[config.mk]
export PLATFORM = sky130hd
export DESIGN_NAME = quadrature_encoder_counter
export DESIGN_NICKNAME = d
export VERILOG_FILES = /design/src/qenc_pkg.sv /design/src/quadrature_encoder_counter.sv
export SDC_FILE = /design/constraint.sdc
export NUM_CORES = 2
export LEC_CHECK = 0
export BUFFER_PORTS_ARGS = -buffer_cell sky130_fd_sc_hd__buf_2
export CORE_MARGIN = 1
export CORE_UTILIZATION = 50
export DETAILED_ROUTE_END_ITERATION = 16
export GPL_ROUTABILITY_DRIVEN = 0
export GPL_TIMING_DRIVEN = 1
export HOLD_SLACK_MARGIN = 0.02
export PLACE_DENSITY_LB_ADDON = 0.25
export SLEW_MARGIN = 20
export SYNTH_ARGS = -nofsm -noshare
export SYNTH_HDL_FRONTEND = slang
export SYNTH_SLANG_ARGS = --single-unit
[constraint.sdc]
create_clock -name clock -period 4.65 [get_ports clock]
set_input_delay 0.6975 -clock clock [delete_from_list [all_inputs] [get_ports clock]]
set_output_delay 0.6975 -clock clock [all_outputs]
set_load 0.01 [all_outputs]
[src/qenc_pkg.sv]
// Purpose: constants, register map and types of the quadrature encoder counter
// Assumes: AXI4-Lite register access, 200 MHz clock, up to three channels
// Notes:   all offsets are byte addresses of aligned 32-bit words
package qenc_pkg;
   localparam int          NUM_CH        = 3;
   localparam int          ADDR_W        = 8;
   localparam logic [7:0]  OFS_CTRL      = 8'h00;
   localparam logic [7:0]  OFS_RATE      = 8'h04;
   localparam logic [7:0]  OFS_STATUS    = 8'h08;
   localparam logic [7:0]  OFS_CMD       = 8'h0C;
   localparam logic [7:0]  OFS_CH_BASE   = 8'h10;
   localparam int          CH_SHIFT      = 5;
   localparam logic [4:0]  OFS_CFG       = 5'h00;
   localparam logic [4:0]  OFS_MAX       = 5'h04;
   localparam logic [4:0]  OFS_PRESET    = 5'h08;
   localparam logic [4:0]  OFS_COUNT     = 5'h0C;
   localparam logic [4:0]  OFS_LATCH     = 5'h10;
   localparam int          CMD_SET_LSB   = 0;
   localparam int          CMD_REARM_LSB = 4;
   localparam int          CMD_REFRST_LSB = 8;
   localparam int          ST_RS422_BIT  = 2;
   localparam int          ST_SYNC_BIT   = 3;
   localparam int          ST_SEEN_LSB   = 4;
   localparam logic [3:0]  CTRL_RESET    = 4'h1;
   localparam logic [3:0]  CFG_RESET     = 4'h0;
   localparam logic [31:0] MAX_RESET     = 32'hFFFF_FFFF;
   localparam logic [31:0] PRESET_RESET  = 32'h0000_0000;
   localparam logic [31:0] RATE_RESET    = 32'h0000_03E8;
   localparam logic [31:0] RATE_MIN_HZ   = 32'h0000_0064;
   localparam logic [31:0] RATE_MAX_HZ   = 32'h0000_61A8;
   localparam logic [31:0] RATE_MAX_SMALL_HZ = 32'h0000_1F40;
   localparam int          CLK_PERIOD_NS = 5;
   localparam logic [28:0] CLK_HZ        = 29'(1000000000 / CLK_PERIOD_NS);
   localparam logic [2:0]  SYNC_HOLD_CYC = 3'h4;
   localparam logic [1:0]  RESP_OKAY     = 2'h0;
   localparam logic [1:0]  RESP_SLVERR   = 2'h2;
   typedef enum logic [1:0] {INTERP_SINGLE, INTERP_DOUBLE, INTERP_QUAD,
                             INTERP_QUAD_ALT} interp_e;
   typedef enum logic [1:0] {REF_NONE, REF_ONCE, REF_ALL, REF_NONE_ALT} ref_e;
   typedef enum logic [1:0] {SYNC_OFF, SYNC_MASTER, SYNC_SLAVE,
                             SYNC_OFF_ALT} sync_e;
   typedef enum logic [1:0] {INT_OK, INT_LOW, INT_SAT, INT_SAT_ALT} intensity_e;
endpackage

[src/quadrature_encoder_counter.sv]
// Purpose: quadrature decoding, counting, reference loads and exposure latch
// Assumes: expose_start, expose_len and intensity come from the clock domain
// Notes:   encoder and sync pins pass a three-stage synchronizer
//
// Added by the designer: the address map and register access over AXI4-Lite.
`timescale 1ns/1ps
`default_nettype none
module quadrature_encoder_counter
   import qenc_pkg::*;
#(
   parameter bit LARGE_VARIANT = 1'b1
) (
   input  wire logic                         clock,
   input  wire logic                         rst_n,
   input  wire logic [ADDR_W-1:0]            s_axi_awaddr,
   input  wire logic                         s_axi_awvalid,
   output logic                              s_axi_awready,
   input  wire logic [31:0]                  s_axi_wdata,
   input  wire logic [3:0]                   s_axi_wstrb,
   input  wire logic                         s_axi_wvalid,
   output logic                              s_axi_wready,
   output logic [1:0]                        s_axi_bresp,
   output logic                              s_axi_bvalid,
   input  wire logic                         s_axi_bready,
   input  wire logic [ADDR_W-1:0]            s_axi_araddr,
   input  wire logic                         s_axi_arvalid,
   output logic                              s_axi_arready,
   output logic [31:0]                       s_axi_rdata,
   output logic [1:0]                        s_axi_rresp,
   output logic                              s_axi_rvalid,
   input  wire logic                         s_axi_rready,
   input  wire logic [NUM_CH-1:0]            enc_a,
   input  wire logic [NUM_CH-1:0]            enc_b,
   input  wire logic [NUM_CH-1:0]            enc_ref,
   input  wire logic                         sync_in,
   output logic                              sync_out,
   output logic                              rs422_enable,
   input  wire logic                         expose_start,
   input  wire logic [23:0]                  expose_len,
   input  wire logic [1:0]                   intensity,
   output logic                              meas_start,
   output logic                              meas_valid,
   output logic [NUM_CH-1:0][31:0]           meas_count
);
   typedef struct packed {
      logic [3:0]              ctrl;
      logic [31:0]             rate;
      logic [NUM_CH-1:0][3:0]  cfg;
      logic [NUM_CH-1:0][31:0] maxv, preset, count, latch;
      logic [NUM_CH-1:0][2:0]  a_s, b_s, z_s;
      logic [NUM_CH-1:0]       first_seen, a_f, b_f, z_f;
      logic [2:0]              sync_s;
      logic                    sync_f;
      logic [27:0]             acc;
      logic [2:0]              sync_hold;
      logic                    sync_o, meas_start;
      logic [23:0]             mid_cnt;
      logic                    mid_run, meas_valid;
      logic [1:0]              intensity;
      logic                    aw_got, w_got;
      logic [ADDR_W-1:0]       awaddr;
      logic [31:0]             wdata;
      logic [3:0]              wstrb;
      logic                    bvalid;
      logic [1:0]              bresp;
      logic                    rvalid;
      logic [31:0]             rdata;
      logic [1:0]              rresp;
   } state_s;

   state_s s;
   state_s next_s;

   // counted edge and direction of one step: {counted, up}
   function automatic logic [1:0] step(input logic [1:0] mode,
                                       input logic a_old, input logic b_old,
                                       input logic a_new, input logic b_new);
      logic ca, cb, up, cnt;
      ca = a_old ^ a_new;
      cb = b_old ^ b_new;
      up = a_new ^ b_old;
      case (interp_e'(mode))
         INTERP_SINGLE: cnt = ca & ~cb & ~b_new;
         INTERP_DOUBLE: cnt = ca & ~cb;
         default:       cnt = ca ^ cb;
      endcase
      return {cnt, up};
   endfunction

   function automatic logic [31:0] merge(input logic [31:0] old,
                                         input logic [31:0] val,
                                         input logic [3:0] strb);
      logic [31:0] r;
      r = old;
      for (int i = 0; i < 4; i++) begin
         if (strb[i]) begin
            r[i*8 +: 8] = val[i*8 +: 8];
         end
      end
      return r;
   endfunction
   function automatic logic [1:0] addr_chan(input logic [ADDR_W-1:0] a);
      logic [ADDR_W-1:0] d;
      d = a - OFS_CH_BASE;
      return d[CH_SHIFT +: 2];
   endfunction
   function automatic logic [4:0] addr_sub(input logic [ADDR_W-1:0] a);
      logic [ADDR_W-1:0] d;
      d = a - OFS_CH_BASE;
      return d[4:0];
   endfunction

   logic [1:0]        n_enc, st, ch;
   logic [31:0]       rate_max, wval, cmd;
   logic [ADDR_W-1:0] waddr;
   logic [3:0]        wstb;
   logic [28:0]       acc_sum;
   logic [4:0]        sub;
   logic              sync_active, aw_hs, w_hs, do_write, wr_ok, tick;
   logic              sync_rise, start, az, bz, zz, z_rise, ld_ref;

   assign s_axi_awready = ~s.aw_got & ~s.bvalid;
   assign s_axi_wready  = ~s.w_got & ~s.bvalid;
   assign s_axi_arready = ~s.rvalid;
   assign s_axi_bvalid  = s.bvalid;
   assign s_axi_bresp   = s.bresp;
   assign s_axi_rvalid  = s.rvalid;
   assign s_axi_rdata   = s.rdata;
   assign s_axi_rresp   = s.rresp;
   assign sync_out      = s.sync_o;
   assign meas_start    = s.meas_start;
   assign meas_valid    = s.meas_valid;
   assign meas_count    = s.latch;
   assign rs422_enable  = (s.ctrl[1:0] != 2'h2) | ~LARGE_VARIANT;

   always_comb begin
      next_s = s;
      // effective channel count and sync mode
      n_enc = (s.ctrl[1:0] == 2'h0 || !LARGE_VARIANT) ? 2'h1 :
              s.ctrl[1:0];
      sync_active = (n_enc != 2'h2) &
                    (sync_e'(s.ctrl[3:2]) inside {SYNC_MASTER, SYNC_SLAVE});
      rate_max = LARGE_VARIANT ? RATE_MAX_HZ : RATE_MAX_SMALL_HZ;
      // write channel: address and data in either order
      aw_hs = s_axi_awvalid & s_axi_awready;
      w_hs  = s_axi_wvalid & s_axi_wready;
      if (aw_hs) begin
         next_s.aw_got = 1'b1;
         next_s.awaddr = s_axi_awaddr;
      end
      if (w_hs) begin
         next_s.w_got = 1'b1;
         next_s.wdata = s_axi_wdata;
         next_s.wstrb = s_axi_wstrb;
      end
      waddr = s.aw_got ? s.awaddr : s_axi_awaddr;
      wval  = s.w_got ? s.wdata : s_axi_wdata;
      wstb  = s.w_got ? s.wstrb : s_axi_wstrb;
      do_write = (s.aw_got | aw_hs) & (s.w_got | w_hs) & ~s.bvalid;
      wr_ok = 1'b0;
      cmd = 32'h0;
      ch  = addr_chan(waddr);
      sub = addr_sub(waddr);
      if (do_write) begin
         next_s.aw_got = 1'b0;
         next_s.w_got  = 1'b0;
         next_s.bvalid = 1'b1;
         wr_ok = 1'b1;
         case (waddr)
            OFS_CTRL: next_s.ctrl = 4'(merge({28'h0, s.ctrl}, wval, wstb));
            OFS_RATE: begin
               next_s.rate = merge(s.rate, wval, wstb);
               if (next_s.rate < RATE_MIN_HZ) begin
                  next_s.rate = RATE_MIN_HZ;
               end else if (next_s.rate > rate_max) begin
                  next_s.rate = rate_max;
               end
            end
            OFS_STATUS: ;
            OFS_CMD: cmd = wval;
            default: begin
               wr_ok = 1'b0;
               if (waddr >= OFS_CH_BASE && int'(ch) < NUM_CH) begin
                  wr_ok = 1'b1;
                  case (sub)
                     OFS_CFG: next_s.cfg[ch] =
                        4'(merge({28'h0, s.cfg[ch]}, wval, wstb));
                     OFS_MAX: next_s.maxv[ch] = merge(s.maxv[ch], wval, wstb);
                     OFS_PRESET: next_s.preset[ch] =
                        merge(s.preset[ch], wval, wstb);
                     OFS_COUNT: ;
                     OFS_LATCH: ;
                     default: wr_ok = 1'b0;
                  endcase
               end
            end
         endcase
         next_s.bresp = wr_ok ? RESP_OKAY : RESP_SLVERR;
      end
      if (s.bvalid & s_axi_bready) begin
         next_s.bvalid = 1'b0;
      end
      // measuring rate generator
      acc_sum = {1'b0, s.acc} + {1'b0, s.rate[27:0]};
      tick = acc_sum >= CLK_HZ;
      next_s.acc = tick ? 28'(acc_sum - CLK_HZ) : acc_sum[27:0];
      // sync pin: change counts once stages two and three agree
      next_s.sync_s = {s.sync_s[1:0], sync_in};
      if (s.sync_s[1] == s.sync_s[2]) begin
         next_s.sync_f = s.sync_s[2];
      end
      sync_rise = next_s.sync_f & ~s.sync_f;
      start = (sync_active && sync_e'(s.ctrl[3:2]) == SYNC_SLAVE) ?
              sync_rise : tick;
      next_s.meas_start = start;
      next_s.sync_hold = (s.sync_hold != 3'h0) ? s.sync_hold - 3'h1 : 3'h0;
      if (sync_active && sync_e'(s.ctrl[3:2]) == SYNC_MASTER && tick) begin
         next_s.sync_hold = SYNC_HOLD_CYC;
      end
      next_s.sync_o = sync_active & (next_s.sync_hold != 3'h0);
      // intensity only reported, never gates measuring
      next_s.intensity = intensity;
      // latch counts at half the exposure length
      next_s.meas_valid = 1'b0;
      if (expose_start) begin
         next_s.mid_run = 1'b1;
         next_s.mid_cnt = expose_len >> 1;
      end else if (s.mid_run) begin
         if (s.mid_cnt == 24'h0) begin
            next_s.mid_run = 1'b0;
            next_s.meas_valid = 1'b1;
            next_s.latch = s.count;
         end else begin
            next_s.mid_cnt = s.mid_cnt - 24'h1;
         end
      end
      // per channel decode and count
      for (int i = 0; i < NUM_CH; i++) begin
         next_s.a_s[i] = {s.a_s[i][1:0], enc_a[i]};
         next_s.b_s[i] = {s.b_s[i][1:0], enc_b[i]};
         next_s.z_s[i] = {s.z_s[i][1:0], enc_ref[i]};
         az = (s.a_s[i][1] == s.a_s[i][2]) ? s.a_s[i][2] : s.a_f[i];
         bz = (s.b_s[i][1] == s.b_s[i][2]) ? s.b_s[i][2] : s.b_f[i];
         zz = (s.z_s[i][1] == s.z_s[i][2]) ? s.z_s[i][2] : s.z_f[i];
         next_s.a_f[i] = az;
         next_s.b_f[i] = bz;
         next_s.z_f[i] = zz;
         z_rise = zz & ~s.z_f[i];
         if (cmd[CMD_REFRST_LSB + i]) begin
            next_s.z_f[i] = 1'b1;
            z_rise = 1'b0;
         end
         st = step(s.cfg[i][1:0], s.a_f[i], s.b_f[i], az, bz);
         if (i >= int'(n_enc)) begin
            st = 2'b00;
            z_rise = 1'b0;
         end
         if (n_enc == 2'h3 && i < 2) begin
            z_rise = 1'b0;
         end
         case (ref_e'(s.cfg[i][3:2]))
            REF_ONCE: ld_ref = z_rise & ~s.first_seen[i];
            REF_ALL:  ld_ref = z_rise;
            default:  ld_ref = 1'b0;
         endcase
         if (cmd[CMD_REARM_LSB + i]) begin
            next_s.first_seen[i] = 1'b0;
         end
         if (ld_ref) begin
            next_s.first_seen[i] = 1'b1;
         end
         if (cmd[CMD_SET_LSB + i] || ld_ref) begin
            next_s.count[i] = s.preset[i];
         end else if (st[1]) begin
            if (st[0]) begin
               next_s.count[i] = (s.count[i] >= s.maxv[i]) ? 32'h0 :
                                 s.count[i] + 32'h1;
            end else begin
               next_s.count[i] = (s.count[i] == 32'h0) ? s.maxv[i] :
                                 s.count[i] - 32'h1;
            end
         end
      end
      // read channel
      if (s.rvalid & s_axi_rready) begin
         next_s.rvalid = 1'b0;
      end
      if (s_axi_arvalid & s_axi_arready) begin
         next_s.rvalid = 1'b1;
         next_s.rresp = RESP_OKAY;
         next_s.rdata = 32'h0;
         ch  = addr_chan(s_axi_araddr);
         sub = addr_sub(s_axi_araddr);
         case (s_axi_araddr)
            OFS_CTRL: next_s.rdata = {28'h0, s.ctrl};
            OFS_RATE: next_s.rdata = s.rate;
            OFS_STATUS: begin
               next_s.rdata[1:0] = s.intensity;
               next_s.rdata[ST_RS422_BIT] = rs422_enable;
               next_s.rdata[ST_SYNC_BIT] = sync_active;
               next_s.rdata[ST_SEEN_LSB +: NUM_CH] = s.first_seen;
            end
            OFS_CMD: ;
            default: begin
               next_s.rresp = RESP_SLVERR;
               if (s_axi_araddr >= OFS_CH_BASE && int'(ch) < NUM_CH) begin
                  next_s.rresp = RESP_OKAY;
                  case (sub)
                     OFS_CFG:    next_s.rdata = {28'h0, s.cfg[ch]};
                     OFS_MAX:    next_s.rdata = s.maxv[ch];
                     OFS_PRESET: next_s.rdata = s.preset[ch];
                     OFS_COUNT:  next_s.rdata = s.count[ch];
                     OFS_LATCH:  next_s.rdata = s.latch[ch];
                     default:    next_s.rresp = RESP_SLVERR;
                  endcase
               end
            end
         endcase
      end
   end

   always_ff @(posedge clock) begin
      if (!rst_n) begin
         s            <= '0;
         s.ctrl       <= CTRL_RESET;
         s.rate       <= RATE_RESET;
         s.z_f        <= '1;
         for (int i = 0; i < NUM_CH; i++) begin
            s.cfg[i]    <= CFG_RESET;
            s.maxv[i]   <= MAX_RESET;
            s.preset[i] <= PRESET_RESET;
            s.count[i]  <= PRESET_RESET;
         end
      end else begin
         s <= next_s;
      end
   end
endmodule
`default_nettype wire

==> metrics.log <==
[metrics] cell breakdown of the critical path: ha_1, fa_1, a21o_1, a221o_2, a221oi_4, o21ai_2, xor2_2, nand4_1, o31ai_4, o211ai_4, and2_1, o311ai_4, o41ai_2
[metrics] share of synthesized area occupied by flip-flops and latches: 31.6%
[metrics] LEAKAGE: 18.6 nW
[metrics] minimum clock period: 4.17 ns
[metrics] max-slew headroom at the worst pin: 24.6%
[metrics] maximum clock skew at final layout: 0.0298 ns
[metrics] capturing instance or port of the critical path: s[139]$_SDFF_PN0_
[metrics] layout-stage area growth over the synthesis result: 9.11%
[metrics] end of the worst register-to-register path: s[139]$_SDFF_PN0_
[metrics] number of library cell types mapped by synthesis: 106
[metrics] slew at the pin with the worst max-slew slack: 1.12 ns
[metrics] CTS tree: done
[metrics] wire length of the first global-routing pass: 218000 µm
[metrics] number of sinks handled by clock tree synthesis: 618
[metrics] # resized after CTS: 0
[metrics] root cell of the clock tree: sky130_fd_sc_hd__clkbuf_16
[metrics] result of the run: completed
[metrics] total number of H-tree levels: 3
[metrics] Detail Placement HPWL: 106000 µm
[metrics] num ports: 237
[metrics] routed via count: 39800
[metrics] clock buffers created by TritonCTS: 71
[metrics] kind of launch point of the worst setup path: flop
[metrics] count of placed standard cells in the final layout, fillers left out: 6276
[metrics] clock edge transition at the registers on the reported setup and hold paths: 0.06 ns
[metrics] number of standard cells after synthesis: 5315
[metrics] fraction of synthesis flops using an asynchronous set or reset pin: 0%
[metrics] cell area after technology mapping: 39200 µm²
[metrics] setup repair bufs after CTS: 0
[metrics] Synth Warn #: 0
[metrics] Post-synth top flop: sky130_fd_sc_hd__dfxtp_1
[metrics] CP max stage delay: 0.42 ns
[metrics] worst-case clock buffer depth: 3
[metrics] Total GRT Usage: 35.8%
[metrics] Critical Path AT: 4.67 ns
[metrics] crit end category: flop
[metrics] router iterations before antenna repair: 9
[metrics] vertical extent of the die: 282 µm
[metrics] full die area: 79500 µm²
[metrics] final setup vio count: 0
[metrics] power density normalized to cell area: 327 nW/µm²
[metrics] maximum clock rate: 240 MHz
[metrics] drt via density: 6.34
[metrics] number of nets in the final layout: 5433
[metrics] Syn Area/Cell: 7.37 µm²
[metrics] total wirelength of the detailed-routed design: 147000 µm
[metrics] peak supply drop: 0.325 mV
[metrics] setup repair after global routing missed its margin: false
[metrics] r2r worst-path depth: 13
[metrics] number of placed instances, taps included: 6149
[metrics] number of nets with antenna violations after routing: 0
[metrics] Skew-Pair Late Insertion Delay: 0.65 ns
[metrics] Core Area: 77500 µm²
[metrics] hold crit path type: in -> reg
[metrics] Std-Cell Rows: 102
[metrics] via count of the first global-routing pass: 35200
[metrics] I/O Buffers: 233
[metrics] largest net degree at the start of global routing: 168
[metrics] critical path's slowest cell: sky130_fd_sc_hd__fa_1
[metrics] fraction of layout instances using a drive strength above 1: 11.2%
[metrics] flops & latches, synth: 618
[metrics] drt drc: 0
[metrics] Reg2Reg Setup Slack: 0.48 ns
[metrics] CP required: 5.15 ns
[metrics] routed len/inst: 23.4 µm
[metrics] R2R Path Start: s[584]$_SDFFE_PN0P_
[metrics] max-capacitance violation count: 0
[metrics] critical path startpoint: s[584]$_SDFFE_PN0P_
[metrics] final critical-path share of the clock period: 89.7%
[metrics] maximum fanout along the worst path: 8
[metrics] # hold bufs at CTS: 0
[metrics] endpoints failing hold: 0
[metrics] number of antenna repair diodes: 0
[metrics] max-slew violations: 0
[metrics] Post-synth EDFFs: 0
[metrics] overflow left after global routing: 0
[metrics] First DRT Iteration DRCs: 5345
[metrics] post-route setup TNS: 0 ns
[metrics] x dimension of the die: 282 µm
[metrics] number of antenna violations at the first check in global routing: 4
[metrics] category of the most critical setup path: reg -> reg
[metrics] effective utilization at floorplan: 50.6%
-- state kept, by name (all words and copies together), names as in the netlist, 20 cells and up --
| register | count |
|---|---|
| s_axi_rdata | 32 |
| next_s | 20 |
| s | 463 |
| meas_count | 96 |
-- worst max-delay path: cells and delay by family, from the launching register on --
kind / cells / cell delay, ns
compound gates: 8 / 2.09
xor+xnor: 1 / 0.27
fa+ha+maj: 2 / 0.66
flops: 1 / 0.35
simple gates: 2 / 0.63
-- worst min-delay path by stage --
stage | cells past startpoint | slack [ns] | from | end
after floorplan | 1 | 0.41 | next_s[147]$_SDFF_PN0_ | next_s[148]$_SDFF_PN0_
after global placement | 1 | 0.41 | next_s[162]$_SDFF_PN0_ | next_s[163]$_SDFF_PN0_
after detailed placement | 1 | 0.42 | next_s[180]$_SDFF_PN0_ | next_s[181]$_SDFF_PN0_
after CTS | 2 | 0.23 | s_axi_rready | s_axi_rvalid$_SDFFE_PN0P_
after global routing | 2 | 0.24 | s_axi_rready | s_axi_rvalid$_SDFFE_PN0P_
final | 2 | 0.23 | s_axi_rready | s_axi_rvalid$_SDFFE_PN0P_
-- kinds of logic after synthesis --
logic type | count (synthesis) | synth area share (%)
compound gates | 1500 | 25.0
xor+xnor | 205 | 4.66
fa+ha+maj | 156 | 4.99
buf+inv | 734 | 8.50
flops | 618 | 31.6
mux | 103 | 2.66
other cells | 1 | 0.00957
simple gates | 1998 | 22.6
-- metal layers --
metal	vias to the layer above	wire, µm	track usage (%)
met5	-	13	0
met1	18800	57400	45.6
li1	18400	-	-
met2	2156	62700	53.0
met4	2	11600	24.7
met3	471	14900	8.69
-- placed cells by master (no fill, tap or decap), types with 10 or more instances in the layout --
cell type	synthesis	routed
sky130_fd_sc_hd__nand2_1	1041	1040
sky130_fd_sc_hd__dfxtp_1	618	617
sky130_fd_sc_hd__a21oi_1	546	546
sky130_fd_sc_hd__nor2_1	358	354
sky130_fd_sc_hd__o21ai_0	270	270
sky130_fd_sc_hd__buf_2	32	232
sky130_fd_sc_hd__a221oi_1	171	171
sky130_fd_sc_hd__nor3_1	164	164
sky130_fd_sc_hd__ha_1	154	152
sky130_fd_sc_hd__inv_1	151	150
sky130_fd_sc_hd__xnor2_1	136	133
sky130_fd_sc_hd__buf_4	134	129
sky130_fd_sc_hd__o211ai_1	112	112
sky130_fd_sc_hd__mux2i_1	94	94
sky130_fd_sc_hd__nand3_1	82	80
sky130_fd_sc_hd__clkbuf_16	0	72
sky130_fd_sc_hd__a21o_1	70	70
sky130_fd_sc_hd__xor2_1	65	63
sky130_fd_sc_hd__and2_1	61	61
sky130_fd_sc_hd__nor2b_1	53	51
sky130_fd_sc_hd__o221ai_1	51	51
sky130_fd_sc_hd__and3_1	51	48
sky130_fd_sc_hd__nand4_1	46	46
sky130_fd_sc_hd__a222oi_1	37	37
sky130_fd_sc_hd__nor4_1	33	33
sky130_fd_sc_hd__a31oi_1	28	28
sky130_fd_sc_hd__nand2b_1	28	28
sky130_fd_sc_hd__o21ai_1	27	26
sky130_fd_sc_hd__a211oi_1	19	18
sky130_fd_sc_hd__or3_1	17	17
sky130_fd_sc_hd__clkinv_2	0	17
sky130_fd_sc_hd__o21a_1	16	16
sky130_fd_sc_hd__a2111oi_0	16	16
sky130_fd_sc_hd__a221o_1	14	14
sky130_fd_sc_hd__a22oi_1	14	14
sky130_fd_sc_hd__buf_12	0	14
sky130_fd_sc_hd__clkbuf_8	0	12
sky130_fd_sc_hd__or4_1	10	10
sky130_fd_sc_hd__clkbuf_1	384	10
-- final cells by class --
cell class                 instances  area, µm²
clock buffer                      94       2000
clock inverter                    33        433
fill                            7370      34700
inverter                         151        574
multi-input combinational       3964      23600
sequential                       618      12400
tap                             1040       1300
timing repair buffer             376       2420
-- Yosys cell counts (all sizes together), types with 11 or more instances --
cell     instances  area [µm²]
a2111oi         16         140
a211oi          19         143
a21o            70         526
a21oi          552        2790
a221o           15         151
a221oi         173        1540
a222oi          37         370
a22oi           14         105
a31oi           29         196
and2            63         397
and3            52         330
buf            198        1320
clkbuf         385        1450
dfxtp          618       12400
ha             154        1930
inv            151         567
mux2i           94         941
nand2         1043        3920
nand2b          28         175
nand3           82         410
nand4           46         288
nor2           358        1340
nor2b           53         332
nor3           170         881
nor4            39         299
o211ai         113         862
o21a            16         120
o21ai          299        1500
o221ai          51         447
o311ai          12         130
o31ai           11         101
or3             17         106
or4             11        86.3
xnor2          136        1190
xor2            69         634
-- per-stage QoR --
stage               setup WS, ns  hold WS, ns  cell area [µm²]  util [%]  total power (W)
floorplan                  0.992        0.412            39200         -          0.00725
global placement           0.538        0.414            40300      52.0          0.00803
detailed placement         0.475        0.419            40300      52.0          0.00805
CTS                        0.549        0.227            42700      55.2           0.0139
global route               0.279        0.243            42700      55.2           0.0144
finish                     0.479        0.234            42700      55.2           0.0140
-- power by group --
group / total, W / internal, W / switching (W)
clock network: 0.00595 / 0.00350 / 0.00246
logic: 0.00252 / 0.000806 / 0.00172
registers: 0.00551 / 0.00541 / 0.0000949
total: 0.0140 / 0.00972 / 0.00427
Note: power is estimated with default switching activity, not from simulation.
